**config.mk**
```make
export PLATFORM = sky130hd
export DESIGN_NAME = sasb_status_bank
export DESIGN_NICKNAME = d
export VERILOG_FILES = /design/src/sasb_pkg.sv /design/src/sasb_link_timer.sv /design/src/sasb_status_bank.sv
export SDC_FILE = /design/constraint.sdc
export NUM_CORES = 1
export LEC_CHECK = 0
export BUFFER_PORTS_ARGS = -buffer_cell sky130_fd_sc_hd__buf_2
export CAP_MARGIN = 20
export CORE_ASPECT_RATIO = 0.7
export CORE_MARGIN = 2
export CORE_UTILIZATION = 56
export DETAILED_ROUTE_END_ITERATION = 16
export GPL_TIMING_DRIVEN = 0
export PLACE_DENSITY = 0.95
export SLEW_MARGIN = 20
export SYNTH_ARGS = -nofsm -noshare
export SYNTH_HDL_FRONTEND = slang
export SYNTH_HIERARCHICAL = 1
export SYNTH_SLANG_ARGS = --single-unit
export TNS_END_PERCENT = 20
```
**constraint.sdc**
```tcl
create_clock -name i_clock -period 2.7 [get_ports i_clock]
set_input_delay 0.54 -clock i_clock [delete_from_list [all_inputs] [get_ports i_clock]]
set_output_delay 0.54 -clock i_clock [all_outputs]
set_load 0.01 [all_outputs]
```
**src/sasb_pkg.sv**
```systemverilog
// Function
// - Divider realign sets sticky bit three
// - Bit two shows last SYSREF phase match
// - Divider alignment bit ignores host writes
// - Oscillator sync event sets sticky bit one
// - SYSREF detect sets bit zero, W1C rearms
// - Link fall while enabled sets alarm seven
// - Link down past timer limit sets six
// - Enabled lane CRC in 64b/66b sets five
// - Any chip reset sets alarm bit one
// - Misaligned SYSREF edge sets alarm bit zero
// - Mask seven keeps link loss off output
// - Masks six, five, zero gate their alarms
// - Mute mask resets to 21h
// - CRC alarm (live fault in recovery) mutes unless CRC block set
// - Misalign alarm mutes unless block set
package sasb_pkg;

  // ==========================================================
  // Widths
  localparam int LANES   = 16;
  localparam int TIMER_W = 16;

  // ==========================================================
  // Register offsets
  localparam logic [11:0] SYNC_STATUS_ADDR  = 12'h410;
  localparam logic [11:0] ALARM_STATUS_ADDR = 12'h430;
  localparam logic [11:0] ALARM_MASK_ADDR   = 12'h431;
  localparam logic [11:0] MUTE_MASK_ADDR    = 12'h432;

  // ==========================================================
  // Field positions
  localparam int SYNC_REALIGN_BIT   = 3;
  localparam int SYNC_ALIGN_OK_BIT  = 2;
  localparam int SYNC_OSC_BIT       = 1;
  localparam int SYNC_SYSREF_BIT    = 0;
  localparam int ALM_LOSS_BIT       = 7;
  localparam int ALM_TIMEOUT_BIT    = 6;
  localparam int ALM_CRC_BIT        = 5;
  localparam int ALM_RESET_BIT      = 1;
  localparam int ALM_MISALIGN_BIT   = 0;
  localparam int MUTE_CRC_BIT       = 5;
  localparam int MUTE_MISALIGN_BIT  = 0;

  // ==========================================================
  // Bit groups and reset values
  localparam logic [7:0] SYNC_W1C_BITS    = 8'h0B;
  localparam logic [7:0] ALM_W1C_BITS     = 8'hE3;
  localparam logic [7:0] ALM_MASKABLE     = 8'hE1;
  localparam logic [7:0] SYNC_RESET       = 8'h00;
  localparam logic [7:0] ALM_RESET        = 8'h02;
  localparam logic [7:0] ALARM_MASK_RESET = 8'h00;
  localparam logic [7:0] MUTE_MASK_RESET  = 8'h21;
  localparam logic [7:0] RDATA_UNMAPPED   = 8'h00;
  localparam logic [TIMER_W-1:0] TIMER_ZERO = 16'h0000;
  localparam logic [TIMER_W-1:0] TIMER_ONE  = 16'h0001;

  // ==========================================================
  // Link-down timer states
  typedef enum logic [2:0] {
    SASB_TMR_IDLE    = 3'h1,
    SASB_TMR_COUNT   = 3'h2,
    SASB_TMR_EXPIRED = 3'h4
  } sasb_tmr_state_t;

endpackage : sasb_pkg

```
**src/sasb_link_timer.sv**
```systemverilog
`timescale 1ns/1ps
module sasb_link_timer
  import sasb_pkg::*;
(
  input  wire logic               i_clock,
  input  wire logic               i_rst,
  input  wire logic               i_enable,
  input  wire logic               i_link_up,
  input  wire logic [TIMER_W-1:0] i_limit,
  output logic                    o_expired
);

  // ==========================================================
  // Down-time counter
  sasb_tmr_state_t    state_q, state_d;
  logic [TIMER_W-1:0] cnt_q, cnt_d;
  logic               exp_q, exp_d;
  logic               down;

  assign down = i_enable & ~i_link_up;

  always_comb begin
    state_d = state_q;
    cnt_d   = cnt_q;
    exp_d   = 1'b0;
    case (state_q)
      SASB_TMR_IDLE: begin
        cnt_d = TIMER_ZERO;
        if (down) begin
          state_d = SASB_TMR_COUNT;
        end
      end
      SASB_TMR_COUNT: begin
        if (!down) begin
          state_d = SASB_TMR_IDLE;
        end else if (cnt_q == i_limit) begin
          // One pulse per down episode, not a level
          state_d = SASB_TMR_EXPIRED;
          exp_d   = 1'b1;
        end else begin
          cnt_d = cnt_q + TIMER_ONE;
        end
      end
      SASB_TMR_EXPIRED: begin
        if (!down) begin
          state_d = SASB_TMR_IDLE;
        end
      end
      default: begin
        state_d = SASB_TMR_IDLE;
      end
    endcase
  end

  always_ff @(posedge i_clock) begin
    if (i_rst) begin
      state_q <= SASB_TMR_IDLE;
      cnt_q   <= TIMER_ZERO;
      exp_q   <= 1'b0;
    end else begin
      state_q <= state_d;
      cnt_q   <= cnt_d;
      exp_q   <= exp_d;
    end
  end

  assign o_expired = exp_q;

endmodule : sasb_link_timer

```
**src/sasb_status_bank.sv**
```systemverilog
`timescale 1ns/1ps
module sasb_status_bank
  import sasb_pkg::*;
(
  input  wire logic               i_clock,
  input  wire logic               i_rst,
  input  wire logic [11:0]        i_reg_addr,
  input  wire logic               i_reg_wr,
  input  wire logic [7:0]         i_reg_wdata,
  input  wire logic               i_reg_rd,
  output logic      [7:0]         o_reg_rdata,
  input  wire logic               i_sysref_detect,
  input  wire logic               i_sysref_phase_match,
  input  wire logic               i_div_realign,
  input  wire logic               i_osc_sync_event,
  input  wire logic               i_serial_link_enable,
  input  wire logic               i_link_up,
  input  wire logic [TIMER_W-1:0] i_link_down_timer_limit,
  input  wire logic               i_enc_64b66b,
  input  wire logic [LANES-1:0]   i_lane_enable,
  input  wire logic [LANES-1:0]   i_lane_crc_fault,
  input  wire logic               i_div_misalign_event,
  input  wire logic               i_link_misalign_event,
  input  wire logic               i_crc_mute_recovery,
  output logic                    o_alarm,
  output logic                    o_mute
);

  // ==========================================================
  // Decode
  logic       wr_sync, wr_alm, wr_mask, wr_mute;
  logic [7:0] sync_q, sync_d, sync_set;
  logic [7:0] alm_q, alm_d, alm_set;
  logic [7:0] mask_q, mask_d;
  logic [7:0] mute_q, mute_d;
  logic [7:0] rdata_q, rdata_d;
  logic       link_up_q;
  logic       alarm_q, alarm_d;
  logic       mute_out_q, mute_out_d;
  logic       tmr_expired;
  logic       crc_fault_any;

  assign wr_sync = i_reg_wr & (i_reg_addr == SYNC_STATUS_ADDR);
  assign wr_alm  = i_reg_wr & (i_reg_addr == ALARM_STATUS_ADDR);
  assign wr_mask = i_reg_wr & (i_reg_addr == ALARM_MASK_ADDR);
  assign wr_mute = i_reg_wr & (i_reg_addr == MUTE_MASK_ADDR);

  // ==========================================================
  // Event sources
  sasb_link_timer u_link_timer (
    .i_clock   (i_clock),
    .i_rst     (i_rst),
    .i_enable  (i_serial_link_enable),
    .i_link_up (i_link_up),
    .i_limit   (i_link_down_timer_limit),
    .o_expired (tmr_expired)
  );

  assign crc_fault_any = |(i_lane_crc_fault & i_lane_enable);

  always_comb begin
    sync_set                   = 8'h00;
    sync_set[SYNC_REALIGN_BIT] = i_div_realign;
    sync_set[SYNC_OSC_BIT]     = i_osc_sync_event;
    sync_set[SYNC_SYSREF_BIT]  = i_sysref_detect;
    alm_set                    = 8'h00;
    alm_set[ALM_LOSS_BIT]      = link_up_q & ~i_link_up & i_serial_link_enable;
    alm_set[ALM_TIMEOUT_BIT]   = tmr_expired;
    alm_set[ALM_CRC_BIT]       = i_enc_64b66b & crc_fault_any;
    alm_set[ALM_MISALIGN_BIT]  = i_div_misalign_event |
                                 (i_link_misalign_event & i_serial_link_enable);
  end

  // ==========================================================
  // Sticky bits: set dominates a same-cycle clear
  for (genvar b = 0; b < 8; b++) begin : g_sticky
    always_comb begin
      alm_d[b] = 1'b0;
      if (ALM_W1C_BITS[b]) begin
        alm_d[b] = alm_set[b] | (alm_q[b] & ~(wr_alm & i_reg_wdata[b]));
      end
    end
    // Alignment bit has its own driver below
    if (b != SYNC_ALIGN_OK_BIT) begin : g_sync
      always_comb begin
        sync_d[b] = 1'b0;
        if (SYNC_W1C_BITS[b]) begin
          sync_d[b] = sync_set[b] | (sync_q[b] & ~(wr_sync & i_reg_wdata[b]));
        end
      end
    end
  end

  // ==========================================================
  // Alignment, masks, readback, outputs
  always_comb begin
    sync_d[SYNC_ALIGN_OK_BIT] = sync_q[SYNC_ALIGN_OK_BIT];
    // Only a SYSREF updates it; host writes never reach it
    if (i_sysref_detect) begin
      sync_d[SYNC_ALIGN_OK_BIT] = i_sysref_phase_match;
    end
    mask_d  = wr_mask ? i_reg_wdata : mask_q;
    mute_d  = wr_mute ? i_reg_wdata : mute_q;
    rdata_d = rdata_q;
    if (i_reg_rd) begin
      case (i_reg_addr)
        SYNC_STATUS_ADDR:  rdata_d = sync_q;
        ALARM_STATUS_ADDR: rdata_d = alm_q & ALM_W1C_BITS;
        ALARM_MASK_ADDR:   rdata_d = mask_q;
        MUTE_MASK_ADDR:    rdata_d = mute_q;
        default:           rdata_d = RDATA_UNMAPPED;
      endcase
    end
    // Reset alarm has no mask bit, so it always reaches the output
    alarm_d = |(alm_q & ALM_W1C_BITS & ~(mask_q & ALM_MASKABLE));
    // Recovery set: mute follows live fault, else the sticky alarm
    mute_out_d = (~mute_q[MUTE_CRC_BIT] &
                  (i_crc_mute_recovery ? crc_fault_any : alm_q[ALM_CRC_BIT])) |
                 (~mute_q[MUTE_MISALIGN_BIT] & alm_q[ALM_MISALIGN_BIT]);
  end

  always_ff @(posedge i_clock) begin
    if (i_rst) begin
      sync_q     <= SYNC_RESET;
      alm_q      <= ALM_RESET;
      mask_q     <= ALARM_MASK_RESET;
      mute_q     <= MUTE_MASK_RESET;
      rdata_q    <= RDATA_UNMAPPED;
      link_up_q  <= 1'b0;
      alarm_q    <= 1'b0;
      mute_out_q <= 1'b0;
    end else begin
      sync_q     <= sync_d;
      alm_q      <= alm_d;
      mask_q     <= mask_d;
      mute_q     <= mute_d;
      rdata_q    <= rdata_d;
      link_up_q  <= i_link_up;
      alarm_q    <= alarm_d;
      mute_out_q <= mute_out_d;
    end
  end

  assign o_reg_rdata = rdata_q;
  assign o_alarm     = alarm_q;
  assign o_mute      = mute_out_q;
endmodule : sasb_status_bank

```
==> PnR_summary.wiki <==
{| class="wikitable"
! Metric !! Value
|-
| Outcome || finished clean
|-
| Total via count after detailed routing || 3077
|-
| End of the worst register-to-register path || u_link_timer/cnt_q[15]
|-
| Worst setup skew after layout || 0.00973 ns
|-
| Iteration count of the initial detailed-routing pass || 5
|-
| Largest net degree at the start of global routing || 18
|-
| TritonCTS buffer count || 5
|-
| Antenna viol nets, final || 0
|-
| Num ports || 92
|-
| Worst slew margin relative to its limit || 53.3%
|-
| Global route hottest layer || met2
|-
| Buffer count from post-CTS setup fixing || 0
|-
| Portion of total power attributed to sequential cells || 47.2%
|-
| Max Cap Violations || 0
|-
| Commonest non-fill, non-tap cell in the layout || sky130_fd_sc_hd__buf_2
|-
| P per Cell Area || 469 nW/µm²
|-
| Critical path class || flip-flop to flip-flop
|-
| Worst-margin pin slew || 0.698 ns
|-
| Vias in the first global route || 2831
|-
| Final hold violation count || 0
|-
| Root buffer cell || sky130_fd_sc_hd__clkbuf_8
|-
| Synthesized area per cell || 9.13 µm²
|-
| Total grt overflow || 0
|-
| Share of layout cells above drive strength 1 || 29.1%
|-
| Layout Area Growth over Synthesis || 22.6%
|-
| Sinks on Clock Net || 56
|-
| Global-route wire length before repair || 12.8 mm
|-
| Cts hold-fix bufs || 0
|-
| Die Outline Area || 6180 µm²
|-
| Minimum clock period after layout || 2.12 ns
|-
| Worst endpoint required time || 2.94 ns
|-
| HPWL reported at the end of detailed placement || 6.34 mm
|-
| Number of placed cells counting well taps || 504
|-
| Pins over their slew limit || 0
|-
| Nets || 522
|-
| Drc violations || 0
|-
| Setup violations, final || 0
|-
| Flops & latches, synth || 56
|-
| Number of DRC markers after the initial detailed-route iteration || 275
|-
| Worst reg2reg startpoint || u_link_timer/state_q[1]
|-
| Overall power consumption || 1.79 mW
|-
| Commonest cells after routing, fill and taps aside || sky130_fd_sc_hd__buf_2, sky130_fd_sc_hd__dfxtp_1, sky130_fd_sc_hd__mux2i_1
|-
| Fraction of the core area covered by cells at the end of the flow || 71.9%
|-
| Worst min-delay path startpoint || i_reg_wdata[3]
|-
| Synthesized area || 3110 µm²
|-
| Number of library cell types mapped by synthesis || 60
|-
| Worst setup slack for register-to-register paths || 0.58 ns
|-
| Clock network latency to the later pin of the worst-skew pair || 0.32 ns
|-
| Class of the tightest hold or removal check || input port to flip-flop
|-
| Total net switching power || 0.400 mW
|-
| Final period utilization || 78.3%
|-
| P_int || 1.39 mW
|-
| Vert. Die Dim || 66.4 µm
|-
| Initial antenna violation count || 0
|-
| Worst reg2reg path depth || 5
|-
| Maximum count of clock buffers along a single path || 2
|-
| Critical Path Start Type || flip-flop
|-
| # resized after CTS || 0
|-
| M3 GR Usage || 5.02%
|-
| Final routed wire length divided by cell count || 15.9 µm
|-
| CTS tree || built
|-
| Synth async-reset ratio || 0%
|-
| Number of diodes || 0
|-
| Average vias per placed instance || 6.01
|-
| H-tree depth reported by CTS || 2
|-
| Met1 track demand over resource in global routing || 33.5%
|-
| Max Clk Rate || 0.473 GHz
|-
| Primary flip-flop cell chosen by synthesis mapping || sky130_fd_sc_hd__dfxtp_1
|-
| Hold depth || 2
|-
| End of the worst hold path || sync_q[3]
|-
| Initial Util || 58.6%
|-
| RSZ-0062 raised after global routing || no
|-
| Warnings from Yosys || 6
|-
| Kind of capture point of the worst setup path || flip-flop
|-
| Peak supply drop || 0.000266 V
|-
| CP arrival || 2.36 ns
|-
| Leakage component of the power || 1.62 nW
|-
| DRT Wirelength || 8.17 mm
|-
| FP Rows || 22
|-
| Total of buffers placed on input and output ports || 91
|-
| Share of synthesized area occupied by flip-flops and latches || 36.0%
|-
| Number of enable flip-flop cells after synthesis || 0
|-
| Global routing usage on met2 || 45.3%
|-
| Last weighted congestion value of the routability-driven placer || 0.954
|-
| Area of the placeable core || 5310 µm²
|-
| Clock-pin slew on the worst setup and hold paths || 0.10 ns
|-
| Hold WS || 0.441 ns
|-
| Total track usage || 26.6%
|-
| Sw frac || 22.3%
|-
| Part of the total power dissipated in the clock network || 41.9%
|-
| Worst-path maximum fanout || 9
|-
| Comb pwr share || 10.9%
|-
| TNS Setup || 0 ns
|-
| Synthesized instance count || 341
|-
| Net count after synthesis || 424
|-
| Horiz. Die Dim || 93.1 µm
|-
| Final std cells w/o fill || 512
|}
-- per-layer routing --
metal,vias to the layer above,part of all wire [%]
li1,1448,-
met2,152,48
met3,20,8.3
met4,0,2.2
met1,1457,41
met5,-,0
-- worst max-delay path by stage --
| stage | start | end | slack (ns) |
|---|---|---|---|
| finish | u_link_timer/state_q[1] | u_link_timer/cnt_q[15] | 0.58 |
| CTS | u_link_timer/state_q[1] | u_link_timer/cnt_q[15] | 0.67 |
| global placement | i_link_up | u_link_timer/cnt_q[15] | 0.49 |
| floorplan | i_link_up | u_link_timer/cnt_q[10] | 0.83 |
| global route | u_link_timer/state_q[1] | u_link_timer/cnt_q[15] | 0.49 |
| detailed placement | i_link_up | u_link_timer/cnt_q[15] | 0.42 |
-- through the flow --
| stage | setup WS, ns | area (µm²) |
|---|---|---|
| 6_report | 0.585 | 3820 |
| 5_1_grt | 0.486 | 3820 |
| 4_1_cts | 0.671 | 3820 |
| 3_5_place_dp | 0.419 | 3660 |
| 3_3_place_gp | 0.490 | 3660 |
| 2_1_floorplan | 0.830 | 3110 |
-- power by group through the flow --
stage	combinational, mW	sequential (mW)	clock [mW]
2_1_floorplan	0.0934	0.862	0
3_3_place_gp	0.185	0.864	0
6_report	0.195	0.846	0.750
4_1_cts	0.194	0.846	0.746
3_5_place_dp	0.192	0.865	0
5_1_grt	0.212	0.847	0.777
-- state kept, by name, indices dropped and copies added, names as in the netlist --
name                    flops
u_link_timer/o_expired      1
mask_q                      8
u_link_timer/state_q        3
u_link_timer/cnt_q         16
link_up_q                   1
o_alarm                     1
o_reg_rdata                 8
alm_q                       5
sync_q                      4
o_mute                      1
mute_q                      8
-- cell usage after synthesis (all sizes together), types with 2 or more instances --
library cell / number / area, µm²
or3: 12 / 80.1
a21oi: 17 / 92.6
a22o: 4 / 35.0
or3b: 2 / 17.5
nor3: 3 / 15.0
nand2: 28 / 105
a211o: 2 / 17.5
nand3b: 3 / 26.3
o311a: 2 / 20.0
and2: 2 / 12.5
nor4b: 2 / 47.6
and4b: 2 / 20.0
xnor2: 16 / 155
o21ai: 11 / 55.1
mux2i: 32 / 320
o21a: 3 / 22.5
inv: 16 / 60.1
a211oi: 5 / 57.6
a32o: 3 / 30.0
nor2b: 5 / 31.3
nor4: 2 / 42.5
nand4: 17 / 125
nor3b: 2 / 15.0
o2bb2ai: 4 / 35.0
a2111oi: 2 / 20.0
nor2: 31 / 119
nand2b: 7 / 43.8
buf: 9 / 65.1
a22oi: 10 / 75.1
a311oi: 3 / 26.3
clkbuf: 6 / 22.5
dfxtp: 56 / 1120
nand3: 7 / 47.6
-- worst max-delay path, cell delays in order (launching register included) --
cell and delay (ns):
sky130_fd_sc_hd__dfxtp_1 0.48, sky130_fd_sc_hd__nand4bb_1 0.18, sky130_fd_sc_hd__a21oi_2 0.40, sky130_fd_sc_hd__nand2_1 0.15
sky130_fd_sc_hd__a2111oi_1 0.59, sky130_fd_sc_hd__mux2i_1 0.25
-- cell families after synthesis --
family                     count (synthesis)  synth area share, %
muxes                                     32                 10.3
and+or+nand+nor                          133                 26.4
adders and majority gates                  1                0.402
buffers and inverters                     31                 4.74
AOI/OAI and AO/OA                         72                 17.2
xor gates and xnor gates                  16                 4.98
DFF                                       56                 36.0
-- area by class of cell --
class / instances / area (µm²)
buffer: 15 / 87.6
clock buffer: 5 / 68.8
clock inverter: 3 / 90.1
fill: 405 / 1490
inverter: 16 / 60.1
multi-input combinational: 254 / 1850
sequential: 56 / 1120
tap: 72 / 90.1
timing repair buffer: 91 / 455
No activity file was read; power rests on OpenSTA's default activity.
